File: src/rtl/sfsp_consts.svh
// constants of the serial flash status and protection block
`ifndef SFSP_CONSTS_SVH
`define SFSP_CONSTS_SVH
`define SFSP_BIT_BUSY      0
`define SFSP_BIT_WEL       1
`define SFSP_BIT_BP0       2
`define SFSP_BIT_BP1       3
`define SFSP_BIT_BP2       4
`define SFSP_BIT_SWD       7
`define SFSP_STATUS_RESET  8'h00
`define SFSP_OP_WRITE_ENABLE_CMD_CODE  8'h06
`define SFSP_OP_WRITE_DISABLE_CMD_CODE  8'h04
`define SFSP_OP_WRST_CODE  8'h01
`define SFSP_OP_RDST_CODE  8'h05
`define SFSP_OP_PROG_CODE  8'h02
`define SFSP_OP_SERA_CODE  8'hD7
`define SFSP_OP_SERB_CODE  8'h20
`define SFSP_OP_BERA_CODE  8'hD8
`define SFSP_OP_CERA_CODE  8'hC7
`define SFSP_OP_CERB_CODE  8'h60
`define SFSP_TOP_2M        18'h3FFFF
`define SFSP_TOP_1M        18'h1FFFF
`define SFSP_TOP_512K      18'h0FFFF
`define SFSP_Q_2M          18'h30000
`define SFSP_H_2M          18'h20000
`define SFSP_Q_1M          18'h18000
`define SFSP_H_1M          18'h10000
`define SFSP_WRST_TIME_NS  1000
`define SFSP_CLK_NS        10
`define SFSP_WRST_CYC      ((`SFSP_WRST_TIME_NS + `SFSP_CLK_NS - 1) / `SFSP_CLK_NS)
`endif

File: src/rtl/sfsp_pkg.sv
// types of the serial flash status and protection block
package sfsp_pkg;
  typedef enum logic [1:0] {
    SFSP_SZ_512K = 2'h0,
    SFSP_SZ_1M   = 2'h1,
    SFSP_SZ_2M   = 2'h2
  } sfsp_size_e;
  typedef enum logic [3:0] {
    SFSP_IDLE = 4'h1,
    SFSP_CODE = 4'h2,
    SFSP_TAIL = 4'h4,
    SFSP_DONE = 4'h8
  } sfsp_state_e;
  typedef logic [17:0] sfsp_addr_t;
endpackage

File: src/rtl/sfsp_guard_if.sv
// carrier between the main block and its region check
`timescale 1ns/100ps
interface sfsp_guard_if;
  logic [1:0]  bp_low;
  logic [17:0] addr;
  logic        hit;
  modport owner (output bp_low, output addr, input hit);
  modport check (input bp_low, input addr, output hit);
endinterface

File: src/rtl/sfsp_region_check.sv
// protected region decode for one address
`timescale 1ns/100ps
`include "sfsp_consts.svh"
module sfsp_region_check #(
  parameter logic [1:0] SIZE = 2'h2
) (
  sfsp_guard_if.check g
);
  import sfsp_pkg::*;
  wire [17:0] top_w  = (SIZE == 2'h2) ? `SFSP_TOP_2M : (SIZE == 2'h1) ? `SFSP_TOP_1M : `SFSP_TOP_512K;
  wire [17:0] q_w    = (SIZE == 2'h2) ? `SFSP_Q_2M : `SFSP_Q_1M;
  wire [17:0] h_w    = (SIZE == 2'h2) ? `SFSP_H_2M : `SFSP_H_1M;
  wire        small_w = (SIZE == 2'h0);
  wire        in_w   = (g.addr <= top_w);
  // small part guards only on both bits set
  assign g.hit = in_w & ((g.bp_low == 2'h3) |
                 (!small_w & (g.bp_low == 2'h1) & (g.addr >= q_w)) |
                 (!small_w & (g.bp_low == 2'h2) & (g.addr >= h_w)));
  initial begin
    if (SIZE > 2'h2) $error("unsupported size");
  end
endmodule // sfsp_region_check

File: src/rtl/sfsp_status_protect.sv
// status register, write enable latch and block protection of a serial flash
`timescale 1ns/100ps
`include "sfsp_consts.svh"
module sfsp_status_protect #(
  parameter logic [1:0] SIZE     = 2'h2,
  parameter int         WRST_CYC = `SFSP_WRST_CYC
) (
  // clock and reset
  input  wire logic       mclk,
  input  wire logic       sys_rst,
  // serial link pins
  input  wire logic       spi_sck,
  input  wire logic       spi_cs_n,
  input  wire logic       spi_si,
  input  wire logic       wp_n,
  output logic            spi_so,
  output logic            spi_so_oe_n,
  // array engine handshake
  output logic            prog_start,
  output logic            erase_start,
  output logic            full_erase_start,
  output logic [7:0]      op_code,
  output sfsp_pkg::sfsp_addr_t op_addr,
  input  wire logic       array_busy,
  // status view
  output logic [7:0]      status_byte
);
  import sfsp_pkg::*;

  // pin synchronisers
  logic [1:0] sck_s_reg, cs_s_reg, si_s_reg, wp_s_reg;
  logic       sck_d_reg;
  always_ff @(posedge mclk) begin
    sck_s_reg <= {sck_s_reg[0], spi_sck};
    cs_s_reg  <= {cs_s_reg[0], spi_cs_n};
    si_s_reg  <= {si_s_reg[0], spi_si};
    wp_s_reg  <= {wp_s_reg[0], wp_n};
    sck_d_reg <= sck_s_reg[1];
  end
  wire sel_w  = !cs_s_reg[1];
  wire rise_w = sel_w & sck_s_reg[1] & !sck_d_reg;
  wire fall_w = sel_w & !sck_s_reg[1] & sck_d_reg;
  wire wp_hi_w = wp_s_reg[1];

  // frame shifting
  sfsp_state_e state_reg, state_next;
  logic [2:0]  bit_cnt_reg;
  logic [7:0]  shift_reg;
  logic [7:0]  code_reg;
  logic [2:0]  byte_cnt_reg;
  logic [23:0] addr_sh_reg;
  logic [7:0]  data_reg;
  logic        cs_d_reg;
  always_ff @(posedge mclk) begin
    cs_d_reg <= sel_w;
  end
  wire frame_end_w = cs_d_reg & !sel_w;
  wire [7:0] shift_next = {shift_reg[6:0], si_s_reg[1]};
  wire byte_done_w = rise_w & (bit_cnt_reg == 3'h7);
  wire whole_w = (bit_cnt_reg == 3'h0);

  always_comb begin
    state_next = state_reg;
    unique case (state_reg)
      SFSP_IDLE: if (sel_w) state_next = SFSP_CODE;
      SFSP_CODE: if (frame_end_w) state_next = SFSP_IDLE;
                 else if (byte_done_w) state_next = SFSP_TAIL;
      SFSP_TAIL: if (frame_end_w) state_next = SFSP_DONE;
      SFSP_DONE: state_next = SFSP_IDLE;
      default:   state_next = SFSP_IDLE;
    endcase
  end

  always_ff @(posedge mclk) begin
    if (sys_rst) begin
      state_reg    <= SFSP_IDLE;
      bit_cnt_reg  <= 3'h0;
      shift_reg    <= 8'h00;
      code_reg     <= 8'h00;
      byte_cnt_reg <= 3'h0;
      addr_sh_reg  <= 24'h000000;
      data_reg     <= 8'h00;
    end else begin
      state_reg <= state_next;
      if (state_reg == SFSP_IDLE) begin
        bit_cnt_reg  <= 3'h0;
        byte_cnt_reg <= 3'h0;
      end else if (rise_w) begin
        bit_cnt_reg <= bit_cnt_reg + 3'h1;
        shift_reg   <= shift_next;
      end
      if (byte_done_w) begin
        if (state_reg == SFSP_CODE) code_reg <= shift_next;
        else begin
          if (byte_cnt_reg < 3'h3) addr_sh_reg <= {addr_sh_reg[15:0], shift_next};
          if (byte_cnt_reg == 3'h0) data_reg <= shift_next;
          if (byte_cnt_reg != 3'h7) byte_cnt_reg <= byte_cnt_reg + 3'h1;
        end
      end
    end
  end

  // status bits
  logic       busy_reg, wel_reg, swd_reg;
  logic [2:0] bp_reg;
  logic       wrst_busy_reg;
  logic [$clog2(WRST_CYC+1)-1:0] wrst_cnt_reg;
  logic       arr_d_reg;
  // busy must bridge the gap before the engine raises its own busy
  logic       arr_pend_reg;

  wire end_ok_w  = (state_reg == SFSP_DONE) & whole_w;
  wire is_write_enable_cmd_w = end_ok_w & (code_reg == `SFSP_OP_WRITE_ENABLE_CMD_CODE) & (byte_cnt_reg == 3'h0);
  wire is_write_disable_cmd_w = end_ok_w & (code_reg == `SFSP_OP_WRITE_DISABLE_CMD_CODE) & (byte_cnt_reg == 3'h0);
  wire is_wrst_w = end_ok_w & (code_reg == `SFSP_OP_WRST_CODE) & (byte_cnt_reg == 3'h1);
  wire is_prog_w = end_ok_w & (code_reg == `SFSP_OP_PROG_CODE) & (byte_cnt_reg >= 3'h4);
  wire is_era_w  = end_ok_w & (byte_cnt_reg == 3'h3) & ((code_reg == `SFSP_OP_SERA_CODE) |
                   (code_reg == `SFSP_OP_SERB_CODE) | (code_reg == `SFSP_OP_BERA_CODE));
  wire is_cera_w = end_ok_w & (byte_cnt_reg == 3'h0) &
                   ((code_reg == `SFSP_OP_CERA_CODE) | (code_reg == `SFSP_OP_CERB_CODE));

  // region check on the lower two protect bits only
  sfsp_guard_if guard ();
  assign guard.bp_low = bp_reg[1:0];
  assign guard.addr   = addr_sh_reg[17:0];
  sfsp_region_check #(.SIZE(SIZE)) u_region (.g(guard));

  wire free_w     = wel_reg & !busy_reg;
  wire sr_lock_w  = swd_reg & !wp_hi_w;
  wire wrst_ok_w  = is_wrst_w & free_w & !sr_lock_w;
  wire prog_ok_w  = is_prog_w & free_w & !guard.hit;
  wire era_ok_w   = is_era_w & free_w & !guard.hit;
  wire cera_ok_w  = is_cera_w & free_w & (bp_reg == 3'h0);
  wire arr_done_w = arr_d_reg & !array_busy;
  wire wrst_done_w = wrst_busy_reg & (wrst_cnt_reg == '0);

  always_ff @(posedge mclk) begin
    if (sys_rst) begin
      wel_reg       <= 1'b0;
      bp_reg        <= 3'h0;
      swd_reg       <= 1'b0;
      busy_reg      <= 1'b0;
      wrst_busy_reg <= 1'b0;
      wrst_cnt_reg  <= '0;
      arr_d_reg     <= 1'b0;
      arr_pend_reg  <= 1'b0;
    end else begin
      arr_d_reg <= array_busy;
      if (prog_ok_w | era_ok_w | cera_ok_w) arr_pend_reg <= 1'b1;
      else if (arr_done_w) arr_pend_reg <= 1'b0;
      // completion clears the latch; new enables are accepted while busy
      if (wrst_done_w | arr_done_w) wel_reg <= 1'b0;
      else if (is_write_disable_cmd_w) wel_reg <= 1'b0;
      else if (is_write_enable_cmd_w) wel_reg <= 1'b1;
      if (wrst_ok_w) begin
        bp_reg        <= data_reg[`SFSP_BIT_BP2:`SFSP_BIT_BP0];
        swd_reg       <= data_reg[`SFSP_BIT_SWD];
        wrst_busy_reg <= 1'b1;
        wrst_cnt_reg  <= ($clog2(WRST_CYC+1))'(WRST_CYC - 1);
      end else if (wrst_busy_reg) begin
        if (wrst_cnt_reg == '0) wrst_busy_reg <= 1'b0;
        else wrst_cnt_reg <= wrst_cnt_reg - 1'b1;
      end
      busy_reg <= wrst_ok_w | (wrst_busy_reg & !wrst_done_w) | array_busy | (arr_pend_reg & !arr_done_w) |
                  prog_ok_w | era_ok_w | cera_ok_w;
    end
  end

  wire [7:0] status_w = {swd_reg, 2'b00, bp_reg, wel_reg, busy_reg};

  // read-back shifter: byte reloads every eight clocks of the frame
  logic [7:0] out_sh_reg;
  wire rd_sel_w = (state_reg == SFSP_TAIL) & (code_reg == `SFSP_OP_RDST_CODE);
  always_ff @(posedge mclk) begin
    if (sys_rst) begin
      out_sh_reg       <= 8'h00;
      spi_so           <= 1'b0;
      spi_so_oe_n      <= 1'b1;
      prog_start       <= 1'b0;
      erase_start      <= 1'b0;
      full_erase_start <= 1'b0;
      op_code          <= 8'h00;
      op_addr          <= '0;
      status_byte      <= `SFSP_STATUS_RESET;
    end else begin
      status_byte      <= status_w;
      prog_start       <= prog_ok_w;
      erase_start      <= era_ok_w;
      full_erase_start <= cera_ok_w;
      if (prog_ok_w | era_ok_w | cera_ok_w) begin
        op_code <= code_reg;
        op_addr <= addr_sh_reg[17:0];
      end
      spi_so_oe_n <= !rd_sel_w;
      if (!rd_sel_w) out_sh_reg <= status_w;
      else if (fall_w) begin
        if (bit_cnt_reg == 3'h0) begin
          spi_so     <= status_w[7];
          out_sh_reg <= {status_w[6:0], 1'b0};
        end else begin
          spi_so     <= out_sh_reg[7];
          out_sh_reg <= {out_sh_reg[6:0], 1'b0};
        end
      end
    end
  end

  initial begin
    if (WRST_CYC < 1) $error("status write time too short");
  end
endmodule // sfsp_status_protect

File: config.mk
export PLATFORM = sky130hd
export DESIGN_NAME = sfsp_status_protect
export DESIGN_NICKNAME = d
export VERILOG_FILES = /design/src/rtl/sfsp_pkg.sv /design/src/rtl/sfsp_guard_if.sv /design/src/rtl/sfsp_region_check.sv /design/src/rtl/sfsp_status_protect.sv
export VERILOG_INCLUDE_DIRS = /design/src /design/src/rtl
export SDC_FILE = /design/constraint.sdc
export NUM_CORES = 1
export LEC_CHECK = 0
export BUFFER_PORTS_ARGS = -buffer_cell sky130_fd_sc_hd__buf_2
export CORE_UTILIZATION = 59
export DETAILED_ROUTE_END_ITERATION = 8
export GPL_ROUTABILITY_DRIVEN = 0
export PLACE_DENSITY = 0.8
export SKIP_CTS_REPAIR_TIMING = 1
export SLEW_MARGIN = 40
export SYNTH_ARGS = -nofsm -noshare
export SYNTH_HDL_FRONTEND = slang
export SYNTH_HIERARCHICAL = 1
export SYNTH_SLANG_ARGS = --single-unit
File: constraint.sdc
create_clock -name mclk -period 2.62 [get_ports mclk]
set_clock_uncertainty 0.15 [all_clocks]
set_input_delay 0.524 -clock mclk [delete_from_list [all_inputs] [get_ports mclk]]
set_output_delay 0.524 -clock mclk [all_outputs]
set_load 0.01 [all_outputs]
== Word level (Yosys, flattened, before mapping) ==
Cells that the tools add are included.
Storage, ports and cells
  register bits after elaboration: 124
  output and inout bits: 39
  logic and storage cells: 172
Cells by class
  add/sub/neg operators: 3
  $lt $le $gt $ge: 5
  equal/unequal tests: 26
  muxes and demuxes: 21
  bitwise operators: 55
  reduce and logical (&&, ||, !) cells: 29
Operator list (count)
  $and A1 B1 Y1: 37
  $ge A18 B18 Y1 const B: 2
  $eq A8 B3 Y1 const B: 3
  $eq A8 B8 Y1 const B: 3
  $mux W8: 3
  $mux W7: 3
  $le A18 B18 Y1 const B: 1
  $mux W4: 4
  $or A1 B1 Y1: 14
  $mux W3: 4
  $pmux W4 S3: 1
  $logic_not A1 Y1: 11
  $reduce_and A2 Y1: 5
  $logic_not A3 Y1: 3
  $reduce_and A3 Y1: 3
  $eq A8 B1 Y1 const B: 1
  $eq A8 B2 Y1 const B: 1
  $eq A8 B6 Y1 const B: 1
  $eq A8 B7 Y1 const B: 1
  $ne A2 B2 Y1 const B: 4
  $logic_not A7 Y1: 1
  $sub A7 B1 Y7 const B: 1
  $add A3 B1 Y3 const B: 2
  $mux W1: 6
  16 further kinds: 24

== Depth between registers and ports, before layout ==
Gate-level depths: netlist of the first run.
  depth in word-level cells: 12
  gate-level depth with buffers: 9

== Modules after synthesis ==
The synthesis of the first run kept the hierarchy.
Modules (own cells, without submodules)
  sfsp_status_protect: instances 1, cells each 516, area an instance 4937.2 sq um, seq. area each 2362.3 sq um
  sfsp_region_check: instances 1, cells each 3, area an instance 13.8 sq um, seq. area each 0.0 sq um

== Least setup slack after synthesis of the first run ==
OpenSTA, ideal clock, no wires.
  kind: register -> register
  start: register bit_cnt_reg[0]
  end: register op_addr[10]
  arrival time: 1776 ps
  setup slack: 622 ps
  cell stages (with the launch flop): 10
  path buffers: 2
  clock period less this slack: 1998 ps
  cells stage by stage: dfxtp_1 -> inv_1 -> ha_1 -> nor4b_1 -> nand2_1 -> o22a_1 -> o21ai_2 -> buf_6 -> buf_12 -> mux2i_1
Between the ends
  word-level cells in the longest chain between the ends: 8
RTL lines
  from (decl): line sfsp_status_protect.sv:47  | logic [2:0] bit_cnt_reg;
  from (signal assigned): line sfsp_status_protect.sv:89  | bit_cnt_reg <= bit_cnt_reg + 3'h1;
  $logic_not A3 Y1 *: line sfsp_status_protect.sv:60  | wire whole_w = (bit_cnt_reg == 3'h0);
  $and A1 B1 Y1 *: line sfsp_status_protect.sv:112  | wire end_ok_w = (state_reg == SFSP_DONE) & whole_w;
  $and A1 B1 Y1 (on tied branches) (2 in series): line sfsp_status_protect.sv:116, sfsp_status_protect.sv:117
  $and A1 B1 Y1 (on tied branches) (2 in series): line sfsp_status_protect.sv:131, sfsp_status_protect.sv:132
  $or A1 B1 Y1: line sfsp_status_protect.sv:190  | if (prog_ok_w | era_ok_w | cera_ok_w) begin
  $or A1 B1 Y1 *: line sfsp_status_protect.sv:190
  to (signal assigned): line sfsp_status_protect.sv:192  | op_addr <= addr_sh_reg[17:0];
  to (decl): line sfsp_status_protect.sv:23  | output sfsp_pkg::sfsp_addr_t op_addr,
Mark *: on every way between the ends. The rest lies on a longest branch, timed or not.
A chain may end at the register's enable or synchronous reset.

== Worst setup path in the final report of the first run ==
  start: register bit_cnt_reg[0]
  end: register op_addr[12]
The elaborated chain is that of the path after synthesis.

==> flow_summary.toml, run 1 <==
[floorplanning]
io_pins = 46
die_w_um = 93.6
die-area_um2 = 8760
start_util_pct = 60.6
core_um2 = 8180
num_rows = 33
die_h_um = 93.6

[routing]
drcViolationCount = 0
dr.pass1.iters = 5
drt_wl_total_um = 10500
routedWlPerCell_um = 15.4
drt_iter0_markers = 243
vias_per_cell = 5.61
vias = 3846
final_antenna_net_count = 0

[cts]
cts_max_level = 4
clk_pin_slew_ns = 0.06
cts_buffer_depth = 2
cts_tree = "built"
insertion_delay_ns = 0.52
cts_sinks = 118
cts_buffers = 17
root_buffer = "clkbuf_8"

[critical_path]
rrSetupSlack_ns = 0.27
r2r_start = "bit_cnt_reg[0]"
critPathArrivalTime_ns = 2.62
worstSetupPathType = "reg2reg"
r2r_cells = 8
cp_max_fo = 28
crit_required_ns = 2.89
worstReg2RegEnd = "op_addr[12]"
crit_path_end_kind = "flop"
startpoint_type = "flop"

[global_routing]
track_usage_pct = 25.4
grt_pass1_vias = 3494
overflow = 0
antenna_found_initial = 0
grt_pass1_wl_um = 17100
grt_max_degree = 86

[job]
maxCapViolations = 0

[place]
hpwl_um = 6800
place_ws_ns = 0.373
io_buffers = 43
placedCellCount = 649

[hold_path]
min_path_cells = 2
hp-start = "array_busy"
hp-class = "in2reg"
worstHoldEndpoint = "arr_d_reg"

[power]
power_density_nw_per_um2 = 751
ir_drop_mv = 0.485
p_leak_nw = 2.28

[synth]
synth_flop_cell = "dfxtp_1"
yosys-top-cells-area = "dfxtp_1 (48%), mux2i_1 (9.9%), nand2b_1 (7.3%), nand2_1 (4.9%), a21oi_1 (3.9%)"
synthesis.area_um2 = 4950
syn_inst = 519
yosys.area.top_type = "dfxtp_1"
synth_top_area_share_pct = 47.7
seq_area_frac_synth_pct = 47.7
synth-seq-cells = 118
synth_edf_count = 0
synthArstFlopShare_pct = 0
syn_area_per_cell_um2 = 9.54
synth_cell_type_count = 52
synth.yosys.warnings = 6

[sta]
setup-violations-final = 0
setup_tns_ns = 0
timing.fmax_mhz = 425
hold_violations = 0
min_period_ns = 2.35
worst_pin_slew_ns = 0.699
period_share_pct = 89.7
worst_slack_ns = 0.269
slew_viol_final = 0
slew-limit-headroom_pct = 53.4
rsz0062_at_grt = "no"

[layout]
most-common-layout-cells = "dfxtp_1 (118), nand2_1 (65), nand2b_1 (58)"
fin_cells = 685
nFillCells = 594
syn_to_final_growth_pct = 19.5
drive_above_1_share_pct = 16.9
fin_nets = 583
final_common_cell = "dfxtp_1"
n_antenna_cell = 0

[outcome]
status = "finished, final reports clean"
==> area by class of cell <==
type / count / area, µm² / share of cell area, %
Multi-Input combinational cell: 363 / 2390 / 40.4
Sequential cell: 118 / 2360 / 39.9
Clock buffer: 19 / 432 / 7.30
Timing Repair Buffer: 56 / 338 / 5.71
Clock inverter: 13 / 220 / 3.72
Tap cell: 105 / 131 / 2.22
Inverter: 11 / 41.3 / 0.698
==> cells by family after synthesis <==
| logic type | Yosys count | synth area share (%) |
|---|---|---|
| simple gates | 232 | 25.9 |
| other cells | 1 | 0.0757 |
| buf+inv | 39 | 4.22 |
| fa+ha+maj | 9 | 2.27 |
| flops | 118 | 47.7 |
| mux | 51 | 10.4 |
| compound gates | 63 | 8.37 |
| xor+xnor | 6 | 1.06 |
==> metrics by stage <==
stage / power [mW] / utilization [%] / hold WS (ns) / cell area, µm²
after floorplan: 1.93 / - / 0.160 / 4950
after global placement: 1.95 / 63.9 / 0.162 / 5220
after detailed placement: 1.95 / 63.9 / 0.162 / 5220
after CTS: 4.46 / 71.9 / -0.0573 / 5880
after global routing: 4.58 / 72.4 / 0.116 / 5920
final: 4.44 / 72.4 / 0.125 / 5920
==> worst max-delay path, stage by stage (launching register included) <==
cell	delay, ns
dfxtp_1	0.33
inv_1	0.06
ha_1	0.20
nor4b_1	0.36
nand2_1	0.25
o22a_1	0.30
o21ai_4	0.09
buf_12	0.23
mux2i_1	0.28
==> worst max-delay path by stage <==
stage | from | end | slack [ns] | depth (start not counted)
6_report | bit_cnt_reg[0] | op_addr[12] | 0.27 | 8
5_1_grt | bit_cnt_reg[1] | op_addr[12] | 0.17 | 8
4_1_cts | bit_cnt_reg[0] | op_addr[12] | 0.31 | 8
3_5_place_dp | bit_cnt_reg[0] | op_addr[1] | 0.37 | 8
3_3_place_gp | bit_cnt_reg[0] | op_addr[13] | 0.48 | 8
2_1_floorplan | bit_cnt_reg[0] | op_addr[10] | 0.62 | 9
==> power breakdown <==
part / internal [mW] / leakage, nW / switching, mW
logic: 0.0409 / 1.01 / 0.0599
registers: 1.81 / 0.955 / 0.0114
clock network: 1.68 / 0.311 / 0.841
total: 3.53 / 2.28 / 0.912
==> cell usage after synthesis (all sizes together), types with 3 or more instances <==
cell type  instances
nor2              41
nand4              3
o21ai              4
nand4b             3
or3                3
nand2             65
nand2b            58
dfxtp            118
buf                9
nand3             13
or2b               3
clkbuf            19
nand3b             3
a21oi             39
nor4               4
a311oi             3
inv               11
nor4b              6
ha                 9
nor3b              4
nor3               8
nor2b             11
mux2i             49
xnor2              5
a31oi              4
==> layer usage <==
metal / share of wire (%) / global-route usage [%] / up-vias / routed length [µm]
li1: - / - / 1864 / -
met1: 46 / 33.4 / 1837 / 4800
met4: 1.9 / 11.2 / 0 / 195
met2: 48 / 39.6 / 127 / 5020
met3: 4.8 / 6.18 / 18 / 505
met5: 0 / 0 / - / 0
Note: power is estimated with default switching activity, not from simulation.
==> inputs of run 2 (changes only) <==
==> constraint.sdc (replaced) <==
create_clock -name mclk -period 2.62 [get_ports mclk]
set_clock_uncertainty 0.15 [all_clocks]
set_input_delay 0.262 -clock mclk [delete_from_list [all_inputs] [get_ports mclk]]
set_output_delay 0.262 -clock mclk [all_outputs]
set_load 0.01 [all_outputs]
==> flow_summary.toml, run 2 (synthesis gave the netlist of run 1 again) <==
[outcome]
status = "finished, final reports clean"

[critical_path]
crit_buf_inv = 2
max_stage_delay_ns = 0.40
startpoint_type = "flop"
cp_max_fo = 28
critPathSlowestCell = "nor4b_1"
crit_chain = "inv_1 > ha_1 > nor4b_1 > nand2_1 > o22a_1 > o21ai_4 > buf_12 > mux2i_1"
crit_path_end_kind = "flop"
crit_family = "simple AND/OR/NAND/NOR gates"
worstSetupPathType = "reg2reg"
cp-startpoint = "bit_cnt_reg[0]"
r2r_start = "bit_cnt_reg[0]"
critPathArrivalTime_ns = 2.65
crit_required_ns = 2.90

[layout]
final_common_cell = "dfxtp_1"
fin_cells = 684
most-common-layout-cells = "dfxtp_1 (118), nand2_1 (65), nand2b_1 (58)"
regArea_um2 = 2360
multiInputGateArea_um2 = 2390
n_antenna_cell = 0
syn_to_final_growth_pct = 18.5
fin_nets = 584
nFillCells = 572
drive_above_1_share_pct = 16.6

[power]
p_leak_nw = 2.26
power_density_nw_per_um2 = 711
ir_drop_mv = 0.386

[sta]
worst_pin_slew_ns = 0.580
timing.fmax_mhz = 422
rsz0062_at_grt = "no"
slew-limit-headroom_pct = 61.2
worst_slack_ns = 0.248
min_period_ns = 2.37
setup_tns_ns = 0
period_share_pct = 90.5
fin_hold_ws_ns = 0.0301
setup-violations-final = 0
slew_viol_final = 0
hold_violations = 0

[cts]
cts_buffer_depth = 2
clk_pin_slew_ns = 0.06
root_buffer = "clkbuf_8"
cts_tree = "built"
cts_max_level = 4
cts_buffers = 17
cts_sinks = 118
insertion_delay_ns = 0.51

[floorplanning]
die-area_um2 = 8760
start_util_pct = 60.6
die_w_um = 93.6
num_rows = 33
die_h_um = 93.6
io_pins = 46
core_um2 = 8180

[hold_path]
hp-start = "sys_rst"
hp-class = "in2reg"

[routing]
vias = 3770
routedWlPerCell_um = 15.4
final_antenna_net_count = 0
vias_per_cell = 5.51
drt_wl_total_um = 10500
drcViolationCount = 0
drt_iter0_markers = 254
dr.pass1.iters = 5

[place]
hpwl_um = 6820
place_ws_ns = 0.315
placedCellCount = 649
io_buffers = 43

[global_routing]
grt_pass1_wl_um = 17700
grt_pass1_vias = 3736
track_usage_pct = 26.3
antenna_found_initial = 0
grt_max_degree = 50
overflow = 0

[job]
maxCapViolations = 0
[run 2: cell count changes in the layout (fill, tap and decap cells not counted), sizes merged]
cell / delta
bufinv: -3
clkbuf: +4
clkinv: -1
dlygate4sd3: +1
inv: -2
[run 2: path summary, 6_finish.rpt]
kind	slack [ns]	to	depth (start not counted)
worst max-delay path	0.25	op_addr[13]	8
worst min-delay path	0.03	code_reg[2]	2
worst max register to register	0.25	op_addr[13]	8
worst min register to register	0.17	cs_s_reg[1]	0
[run 2: per-stage QoR]
stage / total power [mW] / cell area, µm² / utilization, %
global placement: 1.95 / 5240 / 64.0
global route: 4.28 / 5870 / 71.8
floorplan: 1.93 / 4950 / -
finish: 4.17 / 5870 / 71.8
detailed placement: 1.95 / 5240 / 64.0
CTS: 4.19 / 5820 / 71.2
[run 2: area by class of cell]
cell class | instances | area share (%)
repair buffers | 57 | 6.14
clock inverters | 7 | 1.60
multi-input cells | 363 | 40.8
well taps | 105 | 2.24
inverters | 11 | 0.704
flip-flops and latches | 118 | 40.3
clock buffers | 23 | 8.30
[run 2: power by group]
group / switching, mW / total (mW) / leakage (nW) / internal [mW]
registers: 0.0119 / 1.82 / 0.955 / 1.81
logic: 0.0593 / 0.102 / 1.02 / 0.0427
clock network: 0.778 / 2.25 / 0.282 / 1.47
[run 2: metal layers]
metal / up-vias / part of all wire (%) / GRT usage, %
li1: 1856 / - / -
met1: 1825 / 48 / 33.1
met2: 75 / 48 / 42.8
met3: 14 / 3.3 / 6.83
met4: 0 / 1.3 / 10.6
met5: - / 0 / 0
==> inputs of run 3 (changes only) <==
CORE_MARGIN = 2   (was unset)
HOLD_SLACK_MARGIN = 0.08   (was unset)
PLACE_DENSITY = unset   (was 0.8)
PLACE_DENSITY_LB_ADDON = 0.15   (was unset)
==> flow_summary.toml, run 3 (synthesis gave the netlist of run 1 again) <==
[sta]
rsz0062_at_grt = "no"
period_share_pct = 87.0
timing.fmax_mhz = 439
worst_slack_ns = 0.340
min_period_ns = 2.28
slew-limit-headroom_pct = 58.7
worst_pin_slew_ns = 0.618
hold_violations = 0
setup-violations-final = 0
setup_tns_ns = 0
slew_viol_final = 0

[floorplanning]
start_util_pct = 60.6
core_um2 = 8180
num_rows = 33
die_h_um = 95.6
io_pins = 46
die-area_um2 = 9140
die_w_um = 95.6

[routing]
final_antenna_net_count = 0
drt_wl_total_um = 10200
drcViolationCount = 0
routedWlPerCell_um = 14.8
vias = 3694
vias_per_cell = 5.37
drt_iter0_markers = 234
dr.pass1.iters = 4

[power]
power_density_nw_per_um2 = 699
ir_drop_mv = 0.484
p_leak_nw = 2.26

[layout]
fin_nets = 586
syn_to_final_growth_pct = 18.5
final_common_cell = "dfxtp_1"
n_antenna_cell = 0
drive_above_1_share_pct = 16.8
most-common-layout-cells = "dfxtp_1 (118), nand2_1 (65), nand2b_1 (58)"

[critical_path]
cp_max_fo = 28
worstSetupPathType = "reg2reg"
startpoint_type = "flop"
crit_required_ns = 2.90
critPathArrivalTime_ns = 2.56
crit_path_end_kind = "flop"

[global_routing]
track_usage_pct = 23.9
grt_max_degree = 52
overflow = 0
antenna_found_initial = 0
grt_pass1_vias = 3347
grt_pass1_wl_um = 16700

[place]
place_ws_ns = 0.395
io_buffers = 43
hpwl_um = 6700

[cts]
clk_pin_slew_ns = 0.05
cts_buffers = 17
cts_sinks = 118
cts_buffer_depth = 2
insertion_delay_ns = 0.50
root_buffer = "clkbuf_8"
cts_tree = "built"
cts_max_level = 4

[outcome]
status = "finished, final reports clean"

[hold_path]
hp-class = "reg2reg"

[job]
maxCapViolations = 0
[run 3: final cells by class]
| class | count | area, µm² |
|---|---|---|
| Multi-Input combinational cell | 363 | 2390 |
| Sequential cell | 118 | 2360 |
| Fill cell | 612 | 2310 |
| Clock buffer | 20 | 435 |
| Timing Repair Buffer | 59 | 378 |
| Tap cell | 105 | 131 |
| Clock inverter | 12 | 129 |
| Inverter | 11 | 41.3 |
[run 3: path summary, 6_finish.rpt]
check / startpoint / to / slack (ns) / depth (start not counted)
worst max-delay path: bit_cnt_reg[1] / op_addr[11] / 0.34 / 8
worst min-delay path: si_s_reg[0] / si_s_reg[1] / 0.18 / 0
worst min register to register: si_s_reg[0] / si_s_reg[1] / 0.18 / 0
worst max register to register: bit_cnt_reg[1] / op_addr[11] / 0.34 / 8
[run 3: worst max-delay path, cell delays in order (launching register included)]
cell and delay (ns):
dfxtp_1 0.32, inv_1 0.08, ha_1 0.19, nor4b_1 0.38, nand2_1 0.26, o22a_1 0.29, o21ai_4 0.08, buf_12 0.23
mux2i_1 0.21
[run 3: stage by stage]
step	instances	utilization, %	hold WS [ns]	total power [mW]	cell area, µm²
2_1_floorplan	520	-	0.140	1.93	4950
3_3_place_gp	650	64.1	0.160	1.96	5240
3_5_place_dp	650	64.1	0.165	1.96	5240
4_1_cts	682	71.0	-0.320	4.13	5810
5_1_grt	688	71.8	0.184	4.23	5870
6_report	688	71.8	0.176	4.10	5870
[run 3: where the power goes]
group	switching (mW)	internal, mW
Combinational	0.0610	0.0456
Sequential	0.0114	1.81
Clock	0.799	1.37
Total	0.871	3.23
[run 3: metal layers]
layer | vias to the layer above | wire length [µm] | GRT usage (%)
met1 | 1748 | 5030 | 33.3
met2 | 78 | 4670 | 35.5
met3 | 2 | 427 | 7.19
met4 | 0 | 35 | 7.62
met5 | - | 0 | 0
li1 | 1866 | - | -
